[src/rtl/fcs_pkg.sv]
// Package of offsets, field positions, reset values and commands for the flash config bank.
package fcs_pkg;
	// Register word byte addresses on the Avalon-MM slave.
	localparam logic [3:0] ADDR_DRIVE_PROTECT = 4'h0;
	localparam logic [3:0] ADDR_POWER_PROGRAM = 4'h4;
	localparam logic [3:0] ADDR_BLOCK_LOCKS = 4'h8;
	localparam logic [3:0] ADDR_COMMAND = 4'hC;
	// Field positions in the drive and protect register.
	localparam int HOLD_RESET_BIT = 7;
	localparam int DRV_LSB = 5;
	localparam int WPS_BIT = 2;
	// Field positions in the power and program register.
	localparam int PDM_BIT = 7;
	// Field positions in the command word.
	localparam int CMD_BLOCK_LSB = 8;
	// Reset values.
	localparam logic [1:0] DRV_RESET = 2'h1;
	localparam logic [1:0] DRV_RESERVED = 2'h0;
	localparam logic [15:0] LOCKS_RESET = 16'hFFFF;
	localparam logic WPS_RESET = 1'h0;
	localparam logic PIN_FN_RESET = 1'h0;
	localparam logic PDM_RESET = 1'h0;
	// Number of lockable blocks.
	localparam int NUM_BLOCKS = 16;
	// Commands.
	localparam logic [7:0] CMD_BLOCK_LOCK = 8'h36;
	localparam logic [7:0] CMD_BLOCK_UNLOCK = 8'h39;
	localparam logic [7:0] CMD_DEEP_PD = 8'hB9;
	localparam logic [7:0] CMD_ULTRA_PD = 8'h79;
	localparam logic [7:0] CMD_WAKE = 8'hAB;
	// Power states.
	typedef enum logic [1:0] {
		PWR_ACTIVE = 2'b00,
		PWR_DEEP = 2'b01,
		PWR_ULTRA = 2'b10
	} fcs_pwr_t;
endpackage

[src/rtl/fcs_config_bank.sv]
// Configuration bank for drive strength, protection scheme and power-down depth.
//
// Functional notes
// - Drive field two bits, resets to 01
// - Scheme 0 protects by region fields
// - Scheme 1 protects by per-block lock bits
// - All block locks set after any reset
// - Commands 36h lock, 39h unlock block
// - Depth 0: B9h acts as 79h, ultra-deep
// - Depth 1: B9h enters ordinary deep power-down
// - Only ABh wakes from either power-down
// - Chip select toggling alone never wakes
// - Bit 7 picks hold or reset pin while quad_enable is low
`timescale 1ns/1ps
module fcs_config_bank
	import fcs_pkg::*;
(
	// Clock and reset.
	input wire logic mclk,
	input wire logic srst,
	// Avalon-MM slave.
	input wire logic [3:0] avs_address,
	input wire logic avs_read,
	input wire logic avs_write,
	input wire logic [31:0] avs_writedata,
	output logic [31:0] avs_readdata,
	output logic avs_waitrequest,
	// Decoded command from the serial front end.
	input wire logic cmd_valid,
	input wire logic [7:0] cmd_code,
	input wire logic [3:0] cmd_block,
	input wire logic cs_toggle,
	// Status from elsewhere in the device.
	input wire logic quad_enable,
	input wire logic region_hit,
	input wire logic [3:0] access_block,
	// Control outputs.
	output logic [1:0] drive_strength_sel,
	output logic pin_is_reset,
	output logic pin_is_hold,
	output logic access_protected,
	output logic deep_sleep,
	output logic ultra_deep_sleep,
	output logic sram_retain
);

	////////////////////////////////////////////////////////////////////////////////
	// Register state.
	// Every field here is volatile and returns to its default on any reset.

	// Drive field, scheme select and pin function bit.
	logic [1:0] drv, next_drv;
	logic protect_scheme_sel, next_wps;
	logic hold_reset, next_hold_reset;
	// Power-down depth select.
	logic powerdown_depth_sel, next_pdm;
	// One lock bit per block.
	logic [NUM_BLOCKS-1:0] locks, next_locks;
	// Power state.
	fcs_pwr_t pwr, next_pwr;
	// Bus answer registers; the slave answers one cycle after the request.
	logic ack, next_ack;
	logic [31:0] rdata, next_rdata;
	// Next waitrequest value; the pin comes straight from a flop, never from a gate.
	logic next_wait;
	// Output registers.
	logic [1:0] next_drive_out;
	logic next_pin_reset, next_pin_hold, next_prot;
	logic next_deep, next_ultra, next_retain;

	// Request seen this cycle and not yet answered.
	logic req;
	// Command taken as if written over the bus or arriving from the front end.
	logic cmd_go;
	logic [7:0] cmd_c;
	logic [3:0] cmd_b;

	// Builds the read word of a register.
	function automatic logic [31:0] read_word(input logic [3:0] a);
		logic [31:0] w;
		w = 32'h0;
		// Bits not set below stay zero, which covers every reserved position.
		if (a == ADDR_DRIVE_PROTECT) begin
			w[HOLD_RESET_BIT] = hold_reset;
			w[DRV_LSB+:2] = drv;
			w[WPS_BIT] = protect_scheme_sel;
		end else if (a == ADDR_POWER_PROGRAM) begin
			w[PDM_BIT] = powerdown_depth_sel;
		end else if (a == ADDR_BLOCK_LOCKS) begin
			w[NUM_BLOCKS-1:0] = locks;
		end else if (a == ADDR_COMMAND) begin
			w[1:0] = pwr;
		end
		return w;
	endfunction

	////////////////////////////////////////////////////////////////////////////////
	// Next-state logic.

	// Bus writes land on the cycle the request is acknowledged, so each one lands once.
	always_comb begin
		// A request is taken only while no answer is standing, so a held request
		// is answered once and the master sees exactly one low cycle of waitrequest.
		req = (avs_read | avs_write) & ~ack;
		next_ack = req;
		next_wait = ~req;
		next_rdata = avs_read && req ? read_word(avs_address) : 32'h0;
		next_drv = drv;
		next_wps = protect_scheme_sel;
		next_hold_reset = hold_reset;
		next_pdm = powerdown_depth_sel;
		next_locks = locks;
		next_pwr = pwr;
		cmd_go = cmd_valid;
		cmd_c = cmd_code;
		cmd_b = cmd_block;
		// Registers are only writable while awake; a sleeping device ignores all writes but those to the command port.
		if (avs_write && ack && pwr == PWR_ACTIVE) begin
			if (avs_address == ADDR_DRIVE_PROTECT) begin
				// The reserved code 00 is refused so the driver is never left off.
				if (avs_writedata[DRV_LSB+:2] != DRV_RESERVED) begin
					next_drv = avs_writedata[DRV_LSB+:2];
				end
				// Scheme select and pin function bit take the written value as is.
				next_wps = avs_writedata[WPS_BIT];
				next_hold_reset = avs_writedata[HOLD_RESET_BIT];
			end else if (avs_address == ADDR_POWER_PROGRAM) begin
				// Only the depth bit of the power register is writable here.
				next_pdm = avs_writedata[PDM_BIT];
			end
		end
		// A command written on the bus takes the place of the front end's.
		// The command port stays open while asleep, since that is the only way
		// software can wake the bank without the serial front end.
		if (avs_write && ack && avs_address == ADDR_COMMAND) begin
			cmd_go = 1'b1;
			cmd_c = avs_writedata[7:0];
			cmd_b = avs_writedata[CMD_BLOCK_LSB+:4];
		end
		// Power state handling; cs_toggle is deliberately not consulted.
		// A sleeping device must not treat a bare chip-select pulse as a wake, so
		// only a decoded wake command moves the state back to active.
		case (pwr)
			// Awake: sleep commands first, then the block lock commands.
			PWR_ACTIVE: begin
				if (cmd_go && cmd_c == CMD_ULTRA_PD) begin
					next_pwr = PWR_ULTRA;
				end else if (cmd_go && cmd_c == CMD_DEEP_PD) begin
					next_pwr = powerdown_depth_sel ? PWR_DEEP : PWR_ULTRA;
				end else if (cmd_go && protect_scheme_sel && cmd_c == CMD_BLOCK_LOCK) begin
					next_locks[cmd_b] = 1'b1;
				end else if (cmd_go && protect_scheme_sel && cmd_c == CMD_BLOCK_UNLOCK) begin
					next_locks[cmd_b] = 1'b0;
				end
			end
			// Either depth of power-down leaves only on the wake command.
			PWR_DEEP, PWR_ULTRA: begin
				if (cmd_go && cmd_c == CMD_WAKE) begin
					next_pwr = PWR_ACTIVE;
				end
			end
			// The unused code falls back to active rather than locking up.
			default: begin
				next_pwr = PWR_ACTIVE;
			end
		endcase
		// Output values. They are taken from the next state so that each output flop
		// changes on the same edge as the field behind it, at the cost of a longer
		// path from the bus inputs to the output flops.
		next_drive_out = next_drv;
		next_pin_reset = next_hold_reset & ~quad_enable;
		next_pin_hold = ~next_hold_reset & ~quad_enable;
		// With the scheme bit set the region verdict is ignored entirely.
		next_prot = next_wps ? next_locks[access_block] : region_hit;
		next_deep = next_pwr == PWR_DEEP;
		next_ultra = next_pwr == PWR_ULTRA;
		next_retain = next_pwr != PWR_ULTRA;
	end

	////////////////////////////////////////////////////////////////////////////////
	// Registers.

	// Every reset puts the fields back to their defaults and locks all blocks.
	// A mid-run reset is treated exactly like the power-on one.
	always_ff @(posedge mclk) begin
		if (srst) begin
			drv <= DRV_RESET;
			protect_scheme_sel <= WPS_RESET;
			hold_reset <= PIN_FN_RESET;
			powerdown_depth_sel <= PDM_RESET;
			locks <= LOCKS_RESET;
			pwr <= PWR_ACTIVE;
			ack <= 1'b0;
			// The bus is held off for as long as reset stands.
			avs_waitrequest <= 1'b1;
			rdata <= 32'h0;
			drive_strength_sel <= DRV_RESET;
			pin_is_reset <= 1'b0;
			pin_is_hold <= 1'b0;
			access_protected <= 1'b0;
			deep_sleep <= 1'b0;
			ultra_deep_sleep <= 1'b0;
			sram_retain <= 1'b1;
		end else begin
			drv <= next_drv;
			protect_scheme_sel <= next_wps;
			hold_reset <= next_hold_reset;
			powerdown_depth_sel <= next_pdm;
			locks <= next_locks;
			pwr <= next_pwr;
			ack <= next_ack;
			avs_waitrequest <= next_wait;
			rdata <= next_rdata;
			drive_strength_sel <= next_drive_out;
			pin_is_reset <= next_pin_reset;
			pin_is_hold <= next_pin_hold;
			access_protected <= next_prot;
			deep_sleep <= next_deep;
			ultra_deep_sleep <= next_ultra;
			sram_retain <= next_retain;
		end
	end

	// Waitrequest is low only in the acknowledge cycle, when it mirrors ack.
	// Read data is zero outside that cycle, so a late sample shows a plain zero.
	assign avs_readdata = rdata;
endmodule

[config.mk]
export PLATFORM = sky130hd
export DESIGN_NAME = fcs_config_bank
export DESIGN_NICKNAME = d
export VERILOG_FILES = /design/src/rtl/fcs_pkg.sv /design/src/rtl/fcs_config_bank.sv
export SDC_FILE = /design/constraint.sdc
export NUM_CORES = 1
export LEC_CHECK = 0
export BUFFER_PORTS_ARGS = -buffer_cell sky130_fd_sc_hd__buf_2
export CORE_ASPECT_RATIO = 1.75
export CORE_MARGIN = 4
export CORE_UTILIZATION = 45
export CTS_CLUSTER_SIZE = 20
export DETAILED_ROUTE_END_ITERATION = 6
export GPL_ROUTABILITY_DRIVEN = 0
export PLACE_DENSITY = 0.85
export SLEW_MARGIN = 15
export SYNTH_ARGS = -nofsm -noshare
export SYNTH_HDL_FRONTEND = slang
export SYNTH_SLANG_ARGS = --single-unit
export TNS_END_PERCENT = 10
[constraint.sdc]
create_clock -name mclk -period 2 [get_ports mclk]
set_input_delay 0.3 -clock mclk [delete_from_list [all_inputs] [get_ports mclk]]
set_output_delay 0.3 -clock mclk [all_outputs]
set_load 0.03 [all_outputs]
==> metrics.cfg, run 1 <==
[clock_network]
clkSinkCount = 47
cts_buffers = 5
cts_root_buf = clkbuf_8
cts_tree = done
h-tree-depth = 2
clk_path_buf_depth = 2
cts_hold_buffers = 0
clk_pin_slew_worst_paths_ns = 0.10
clock_latency_ns = 0.31

[drt]
drt_iter0_drc = 307
routed_wl_um = 11730
wl_met3_um = 1349
met2RoutedLength_um = 5706
drc_errors = 7
vias = 3421
top_layer_used = met4
first_pass_iters = 7
ant_nets = 0
via_per_inst = 6.231
wl_per_cell_um = 21.36
wirelength_met1_um = 3429

[synth]
ys_warn_count = 0
synth_cell_types = 69
synth_top_cell_area_share = 0.3257
synth.most_common_cell = dfxtp_1
syn_avg_cell_area_sq_um = 8.598
synth_edf_count = 0
synthesis.area_sq_um = 2889
synth_cells = 336
netlist_top_cells_count = dfxtp_1 (47), nand2_1 (29), nor2_1 (19)
async_flop_share = 0
yosys-top-cells-area = dfxtp_1 (33%), buf_4 (4.7%), nand2_1 (3.8%), and2_1 (3.2%), o21ai_0 (2.9%)
ys_seq_area_frac = 0.3257
synth_ff_type = dfxtp_1
ys_seq_elements = 47
synth_top_area_cell = dfxtp_1

[floorplan]
die_h_um = 114.0
fp.coreArea_sq_um = 6228
die_width_um = 68.57
io_pins = 101
rows = 38
dieArea_sq_um = 7817
start_util = 0.4638

[critical_path]
crit_cells = 10
cp_slowest_cell = dfxtp_2
rrSetupSlack_ns = -0.49
critPathMaxFanout = 6
crit_type = flop to flop
critical_path.max_stage_delay_ns = 0.35
cp.arrival_ns = 2.69
timing.critical_path.mode_cell = buf_6
rr_worst_depth = 10
timing.rr.start = ack
crit_chain = buf_6, nand4_1, buf_6, o2111ai_4, o21ai_4, o211ai_1, o21ai_1, mux2_2, o22ai_2, o32ai_2
worst_r2r_endpoint = access_protected
crit_buf_inv = 2
critPathCaptureType = flop
required_ns = 2.19
cp-start-kind = flop
crit_family = compound AO/OA/AOI/OAI gates

[placed_design]
dp_slack_ns = -0.4351
hpwl_um = 7229
io_buffers = 63

[timing]
relSlewSlack = 0.5172
finalMaxSlewViolations = 0
fin_worst_skew_ns = 0.01152
rsz0062_at_grt = yes
fmax_mhz = 400.8
finalHoldViolations = 0
setup_viol = 24
min_period_over_period = 1.247
fin_crit_ns = 2.495
worst_pin_slew_ns = 0.7227
worst_slack_ns = -0.4947

[finish]
drive_gt1_frac = 0.4414
final_util = 0.6547
antenna_cells = 0
nNetsFinal = 530
syn_to_final_growth_pct = 41.14
final.fill_count = 476

[global_routing]
grt_pass1_wl_um = 16520
grt.total_usage = 0.2844
grt_pass1_vias = 3338
antenna_found_initial = 0
grt-ovfl-total = 0
grt_max_degree = 29

[hold_path]
min-delay-start = quad_enable
holdPathEnd = pin_is_hold
min_path_type = input pin to flop
worstHoldPathCells = 2

[power]
p_per_area_nw_per_um2 = 507.5
vdd_drop_max_v = 0.0004262
p_leak_uw = 0.001786

[outcome]
status = finished, violations left
failed_checks = design-rule violations, negative setup slack

[flow_run]
maxCapViolCount = 0

worst reg2reg max path, stage by stage (launching register included):
cell and delay, ns:
dfxtp_2 0.35, buf_6 0.10, nand4_1 0.18, buf_6 0.22, o2111ai_4 0.31, o21ai_4 0.13
o211ai_1 0.36, o21ai_1 0.21, mux2_2 0.31, o22ai_2 0.12, o32ai_2 0.09
per-layer routing:
metal,global-route usage,up-vias
li1,-,1478
met1,0.2796,1569
met2,0.4850,266
met3,0.06995,108
met4,0.2178,0
met5,0,-
per-stage QoR:
step / instance area, sq um / TNS (ns) / total power [uW] / hold slack (ns) / std cells
6_report: 4078 / -4.550 / 2069 / 0.1620 / 549
5_1_grt: 4078 / -5.764 / 2126 / 0.1562 / 549
4_1_cts: 3933 / -0.8076 / 2044 / 0.1610 / 545
3_5_place_dp: 3674 / -3.727 / 1293 / 0.4461 / 533
3_3_place_gp: 3674 / -3.162 / 1284 / 0.4443 / 533
2_1_floorplan: 2955 / -0.08600 / 1168 / 0.3758 / 351
logic make-up (layout without fill, tap and decap cells):
| group | after synthesis | after routing | share of synthesized area |
|---|---|---|---|
| multiplexers | 12 | 12 | 0.04331 |
| AND/OR/NAND/NOR | 149 | 149 | 0.3153 |
| buffers and inverters | 38 | 156 | 0.08445 |
| flip-flops | 47 | 47 | 0.3257 |
| AO/OA/AOI/OAI | 87 | 87 | 0.2213 |
| adder cells (fa/ha/maj) | 2 | 2 | 0.008660 |
| other | 1 | 16 | 0.001298 |
where the power goes:
part           switching, uW  internal (uW)  total, uW
registers               3.97            945        949
clock network            342            411        753
logic                    231            137        368
total                    576           1490       2070
state kept, by name, indices dropped and copies added, names as in the netlist:
name,flops
avs_readdata,16
pin_is_reset,1
deep_sleep,1
sram_retain,1
protect_scheme_sel,1
hold_reset,1
pin_is_hold,1
pwr,2
access_protected,1
ack,1
locks,16
ultra_deep_sleep,1
avs_waitrequest,1
drv,2
powerdown_depth_sel,1
what timing repair did:
item / in CTS / in global routing
endpoints found under the hold margin: 0 / 0
gates resized for setup: 28 / 30
endpoints found under the setup margin: 18 / 21
pin swaps: 12 / 12
gates cloned: 1 / 0
buffers inserted: 3 / 4
final cells by class:
type / count / area, sq um / area share
timing repair buffer: 141 / 923.4 / 0.2264
clock inverter: 2 / 38.79 / 0.009512
multi-input combinational: 266 / 1963 / 0.4814
inverter: 7 / 26.28 / 0.006444
clock buffer: 6 / 82.58 / 0.02025
tap: 80 / 100.1 / 0.02455
sequential: 47 / 943.4 / 0.2314
placed cells by master (no fill, tap or decap), drive strengths merged, types with 3 or more instances in the layout:
cell type	Yosys	final
inv	6	7
a31oi	5	5
a211o	4	4
nor2	20	20
o21ai	24	24
mux2i	8	8
o2111ai	4	4
clkbuf	5	6
nor3	9	9
or2	9	9
nor3b	3	3
and3	4	4
a21oi	12	12
mux2	4	4
and3b	3	3
a22o	4	4
nand2b	7	7
a22oi	3	3
nor4	3	3
a311oi	3	3
o31ai	4	4
nor4b	3	3
o22ai	3	3
nand2	32	32
nor2b	8	8
nand4	8	8
dfxtp	47	47
conb	1	16
buf	26	141
nor4bb	3	3
nand3	12	12
and4b	3	3
o211ai	5	5
and2	15	15
worst max path at each step:
stage,from,end
global placement,avs_writedata[1],access_protected
detailed placement,avs_address[1],access_protected
finish,ack,access_protected
CTS,ack,access_protected
global route,ack,access_protected
floorplan,avs_address[1],access_protected
No activity file was read; power rests on OpenSTA's default activity.
==> inputs of run 2 (changes only) <==
Settings changed: BUFFER_PORTS_ARGS -buffer_cell sky130_fd_sc_hd__buf_2 to -buffer_cell sky130_fd_sc_hd__buf_4, CAP_MARGIN from default to 20, CORE_MARGIN 4 to 1.
==> metrics.cfg, run 2 (synthesis results as in run 1) <==
[global_routing]
grt_max_degree = 30  ; +3.4%
grt-ovfl-total = 0  ; unchanged
grt_pass1_vias = 3415  ; +2.3%
grt_pass1_wl_um = 16080  ; -2.6%
antenna_found_initial = 0  ; unchanged
grt.total_usage = 0.3034  ; +0.01902

[outcome]
status = finished, violations left
failed_checks = negative setup slack

[timing]
relSlewSlack = 0.6218  ; +0.1046
finalMaxSlewViolations = 0  ; unchanged
rsz0062_at_grt = yes
min_period_over_period = 1.151  ; -0.09654
fin_crit_ns = 2.302  ; -0.1931 ns
setup-tns-final_ns = -1.401  ; +3.149 ns
finalHoldViolations = 0  ; unchanged
fmax_mhz = 434.5  ; +8.4%
setup_viol = 12  ; -50%
fin_worst_skew_ns = 0.006678  ; -0.004842 ns
worst_slack_ns = -0.3016  ; +0.1931 ns
worst_pin_slew_ns = 0.5672  ; -0.1554 ns
hold-worst-slack_ns = 0.1495  ; -0.01249 ns

[clock_network]
cts_hold_buffers = 0  ; unchanged
cts_root_buf = clkbuf_8
cts_tree = done
clock_latency_ns = 0.31  ; about the same
clk_pin_slew_worst_paths_ns = 0.10  ; about the same
h-tree-depth = 2  ; unchanged
clkSinkCount = 47  ; unchanged
clk_path_buf_depth = 2  ; unchanged
cts_buffers = 5  ; unchanged

[floorplan]
rows = 38  ; unchanged
start_util = 0.4674  ; +0.003568
die_h_um = 108.0  ; -5.3%
dieArea_sq_um = 6757  ; -14%
fp.coreArea_sq_um = 6181  ; -0.76%
io_pins = 101  ; unchanged
die_width_um = 62.57  ; -8.8%

[critical_path]
critPathCaptureType = flop
cp.arrival_ns = 2.53  ; -0.16 ns
crit_type = flop to flop
rrSetupSlack_ns = -0.30  ; +0.19 ns
cp-start-kind = flop
critPathMaxFanout = 11  ; +5
required_ns = 2.23  ; +0.04 ns

[finish]
final_cell_mix = buf_4 (138), dfxtp_1 (46), nand2_1 (28), nor2_1 (17), conb_1 (16)
drive_gt1_frac = 0.4601  ; +0.01872
layout_commonest_cell = buf_4
syn_to_final_growth_pct = 51.15
antenna_cells = 0  ; unchanged
nNetsFinal = 537  ; +1.3%

[power]
power_uw = 2103  ; +1.6%
vdd_drop_max_v = 0.0004022  ; -5.6%
p_per_area_nw_per_um2 = 481.6  ; -5.1%
p_leak_uw = 0.001872  ; +4.8%

[drt]
routed_wl_um = 10560  ; -9.9%
drc_errors = 0  ; -7
drt_iter0_drc = 274  ; -11%
first_pass_iters = 5  ; -2
wl_per_cell_um = 19.00  ; -11%
ant_nets = 0  ; unchanged
via_per_inst = 6.140  ; -1.5%
vias = 3414  ; -0.20%

[placed_design]
io_buffers = 63  ; unchanged
hpwl_um = 6878  ; -4.9%
dp_slack_ns = -0.5164  ; -0.08131 ns

[hold_path]
min_path_type = input pin to flop

[flow_run]
maxCapViolCount = 0  ; unchanged

-- run 2: stage by stage --
step | instances | instance area (sq um) | util
3_3_place_gp | 534 | 3851 | 0.6231
6_report | 556 | 4367 | 0.7065
3_5_place_dp | 534 | 3851 | 0.6231
2_1_floorplan | 351 | 2955 | -
5_1_grt | 556 | 4367 | 0.7065
4_1_cts | 552 | 4163 | 0.6735
-- run 2: critical path, cell delays in order (launching register included) --
cell	delay [ns]
dfxtp_2	0.35
buf_4	0.10
and4_4	0.27
nand2_8	0.11
buf_4	0.18
a21oi_4	0.26
buf_4	0.18
a21oi_4	0.07
o31ai_4	0.07
a21oi_2	0.06
o311a_1	0.31
o32ai_2	0.26
-- run 2: area by class of cell --
class | count | area, sq um
multi-input combinational | 266 | 2007
fill | 446 | 1814
timing repair buffer | 148 | 1175
sequential | 47 | 942.2
tap | 80 | 100.1
clock buffer | 5 | 68.82
clock inverter | 3 | 47.55
inverter | 7 | 26.28
-- run 2: routing by layer --
metal	GRT usage	wire [um]	vias to the layer above
met2	0.5691	5526	242
met4	0.2359	818	0
li1	-	-	1485
met3	0.04114	743	74
met5	0	0	-
met1	0.2943	3473	1613
-- run 2: path summary, 6_finish.rpt --
path | cells past startpoint | start | to
max | 11 | ack | access_protected
min | 2 | quad_enable | pin_is_hold
max reg2reg | 11 | ack | access_protected
min reg2reg | 2 | locks[13] | locks[13]
-- run 2: what timing repair did --
item / in CTS / in global routing
resized for setup: 26 / 39
pin swaps: 8 / 17
setup buffers: 10 / 7
endpoints found under the setup margin: 13 / 24
-- run 2: power breakdown --
part / total, uW / leakage [uW] / internal (uW) / switching [uW]
sequential: 949 / 0.000381 / 945 / 4.02
combinational: 421 / 0.00143 / 182 / 239
clock: 733 / 0.0000587 / 379 / 354
==> inputs of run 3 (changes only) <==
Settings changed: PLACE_DENSITY 0.85 to 0.76.
==> metrics.cfg, run 3 (synthesis results as in run 1) <==
[placed_design]
hpwl_um = 7151  ; +4.0%
io_buffers = 63  ; unchanged
dp_slack_ns = -0.4428  ; +0.07360 ns

[clock_network]
cts_buffers = 5  ; unchanged
clock_latency_ns = 0.32  ; about the same
cts_tree = done
clkSinkCount = 47  ; unchanged
clk_pin_slew_worst_paths_ns = 0.10  ; about the same
clk_path_buf_depth = 2  ; unchanged
h-tree-depth = 2  ; unchanged
cts_root_buf = clkbuf_8

[critical_path]
crit_type = flop to flop
rr_worst_depth = 11  ; unchanged
timing.rr.start = ack
worst_r2r_endpoint = access_protected
critPathCaptureType = flop
required_ns = 2.24  ; about the same
endpoint = access_protected
rrSetupSlack_ns = -0.31  ; about the same
critPathMaxFanout = 8  ; -3
cp.arrival_ns = 2.54  ; about the same
cp-start-kind = flop
startpoint = ack

[drt]
vias = 3259  ; -4.5%
via_per_inst = 5.830  ; -5.1%
wl_per_cell_um = 17.21  ; -9.4%
drc_errors = 0  ; unchanged
routed_wl_um = 9618  ; -8.9%
drt_iter0_drc = 198  ; -28%
ant_nets = 0  ; unchanged
first_pass_iters = 5  ; unchanged

[finish]
syn_to_final_growth_pct = 44.87
antenna_cells = 0  ; unchanged
layout_commonest_cell = buf_4
final.fill_count = 524  ; +17%
drive_gt1_frac = 0.4217  ; -0.03837
nNetsFinal = 540  ; +0.56%
final_cell_mix = buf_4 (148), dfxtp_1 (45), nand2_1 (28), nor2_1 (19), conb_1 (16)
final_util = 0.6771  ; -0.02935

[floorplan]
die_h_um = 108.0  ; unchanged
die_width_um = 62.57  ; unchanged
dieArea_sq_um = 6757  ; unchanged
rows = 38  ; unchanged
start_util = 0.4674  ; unchanged
fp.coreArea_sq_um = 6181  ; unchanged
io_pins = 101  ; unchanged

[power]
seqPwrFrac = 0.486  ; +0.035
p_comb_frac = 0.192  ; -0.008
p_int_uw = 1387  ; -7.9%
vdd_drop_max_v = 0.0003393  ; -16%
power.share.clock = 0.323  ; -0.025
p_per_area_nw_per_um2 = 467.0  ; -3.0%
switching_share = 0.2902  ; +0.006714
p_leak_uw = 0.001830  ; -2.3%
switching_power_uw = 567.3  ; -4.9%
power_uw = 1955  ; -7.1%

[timing]
hold-worst-slack_ns = 0.1361  ; -0.01341 ns
fmax_mhz = 433.2  ; -0.30%
finalHoldViolations = 0  ; unchanged
fin_crit_ns = 2.309  ; +0.007024 ns
finalMaxSlewViolations = 0  ; unchanged
worst_slack_ns = -0.3086  ; -0.007024 ns
worst_pin_slew_ns = 0.5986  ; +0.03137 ns
fin_worst_skew_ns = 0.01433  ; +0.007655 ns
relSlewSlack = 0.5895  ; -0.03233
min_period_over_period = 1.154  ; +0.003512
rsz0062_at_grt = yes
setup-tns-final_ns = -0.7671  ; +0.6337 ns
setup_viol = 9  ; -3

[global_routing]
antenna_found_initial = 0  ; unchanged
grt_pass1_wl_um = 14980  ; -6.9%
grt_pass1_vias = 3239  ; -5.2%
grt.total_usage = 0.2861  ; -0.01733
grt-ovfl-total = 0  ; unchanged
grt_max_degree = 30  ; unchanged

[flow_run]
maxCapViolCount = 0  ; unchanged

[outcome]
failed_checks = negative setup slack
status = finished, violations left

[hold_path]
min_path_type = input pin to flop

==> run 3: cell count changes in the layout (fill, tap and decap cells not counted), moves of 3 or more <==
cell,before,now
o21ai_0,10,14
a21oi_1,9,12
buf_4,138,148
buf_6,7,2
mux2i_2,4,0
mux2i_1,4,8
==> run 3: area by class of cell <==
cell class              count  area (sq um)  share of cell area
clock buffers               6         82.58             0.01973
flip-flops and latches     47         943.4              0.2254
multi-input cells         266          1863              0.4451
inverters                   7         26.28            0.006278
clock inverters             2         16.27            0.003886
repair buffers            151          1154              0.2756
well taps                  80         100.1             0.02392
==> run 3: how the worst min path moves through the flow <==
stage	from	endpoint	slack, ns	depth (start not counted)
finish	quad_enable	pin_is_reset	0.14	2
global route	quad_enable	pin_is_reset	0.14	2
CTS	quad_enable	pin_is_reset	0.14	2
detailed placement	locks[13]	locks[13]	0.45	2
global placement	locks[13]	locks[13]	0.44	2
floorplan	quad_enable	pin_is_hold	0.38	1
==> run 3: per-stage QoR <==
stage	cell area, sq um	std cells
2_1_floorplan	2955	351
4_1_cts	4103	557
3_5_place_dp	3956	548
6_report	4185	559
3_3_place_gp	3956	548
5_1_grt	4185	559
==> run 3: critical path, cell delays in order (launching register included) <==
cell,delay (ns)
dfxtp_2,0.36
nand4_1,0.11
buf_6,0.16
buf_4,0.14
o211ai_1,0.28
o32ai_2,0.14
buf_4,0.16
and2_4,0.16
nand2_1,0.10
o211ai_1,0.10
o211a_1,0.26
o32ai_2,0.25
==> run 3: metal layers <==
| metal | vias to the layer above | part of all wire | track usage |
|---|---|---|---|
| li1 | 1500 | - | - |
| met1 | 1496 | 0.35 | 0.2728 |
| met5 | - | 0 | 0 |
| met2 | 198 | 0.51 | 0.5155 |
| met3 | 65 | 0.057 | 0.04747 |
| met4 | 0 | 0.077 | 0.2658 |
==> run 3: what timing repair did <==
item	CTS	global route
hold buffers	0	0
buffers inserted	1	2
resized for setup	12	15
setup endpoints to repair	20	16
pin swaps	9	4
==> run 3: power by group through the flow <==
stage / logic (uW) / clock network, uW / registers, uW
after floorplan: 182 / 0 / 986
after CTS: 357 / 640 / 949
final: 375 / 631 / 949
after detailed placement: 353 / 0 / 971
after global placement: 346 / 0 / 970
after global routing: 397 / 678 / 950
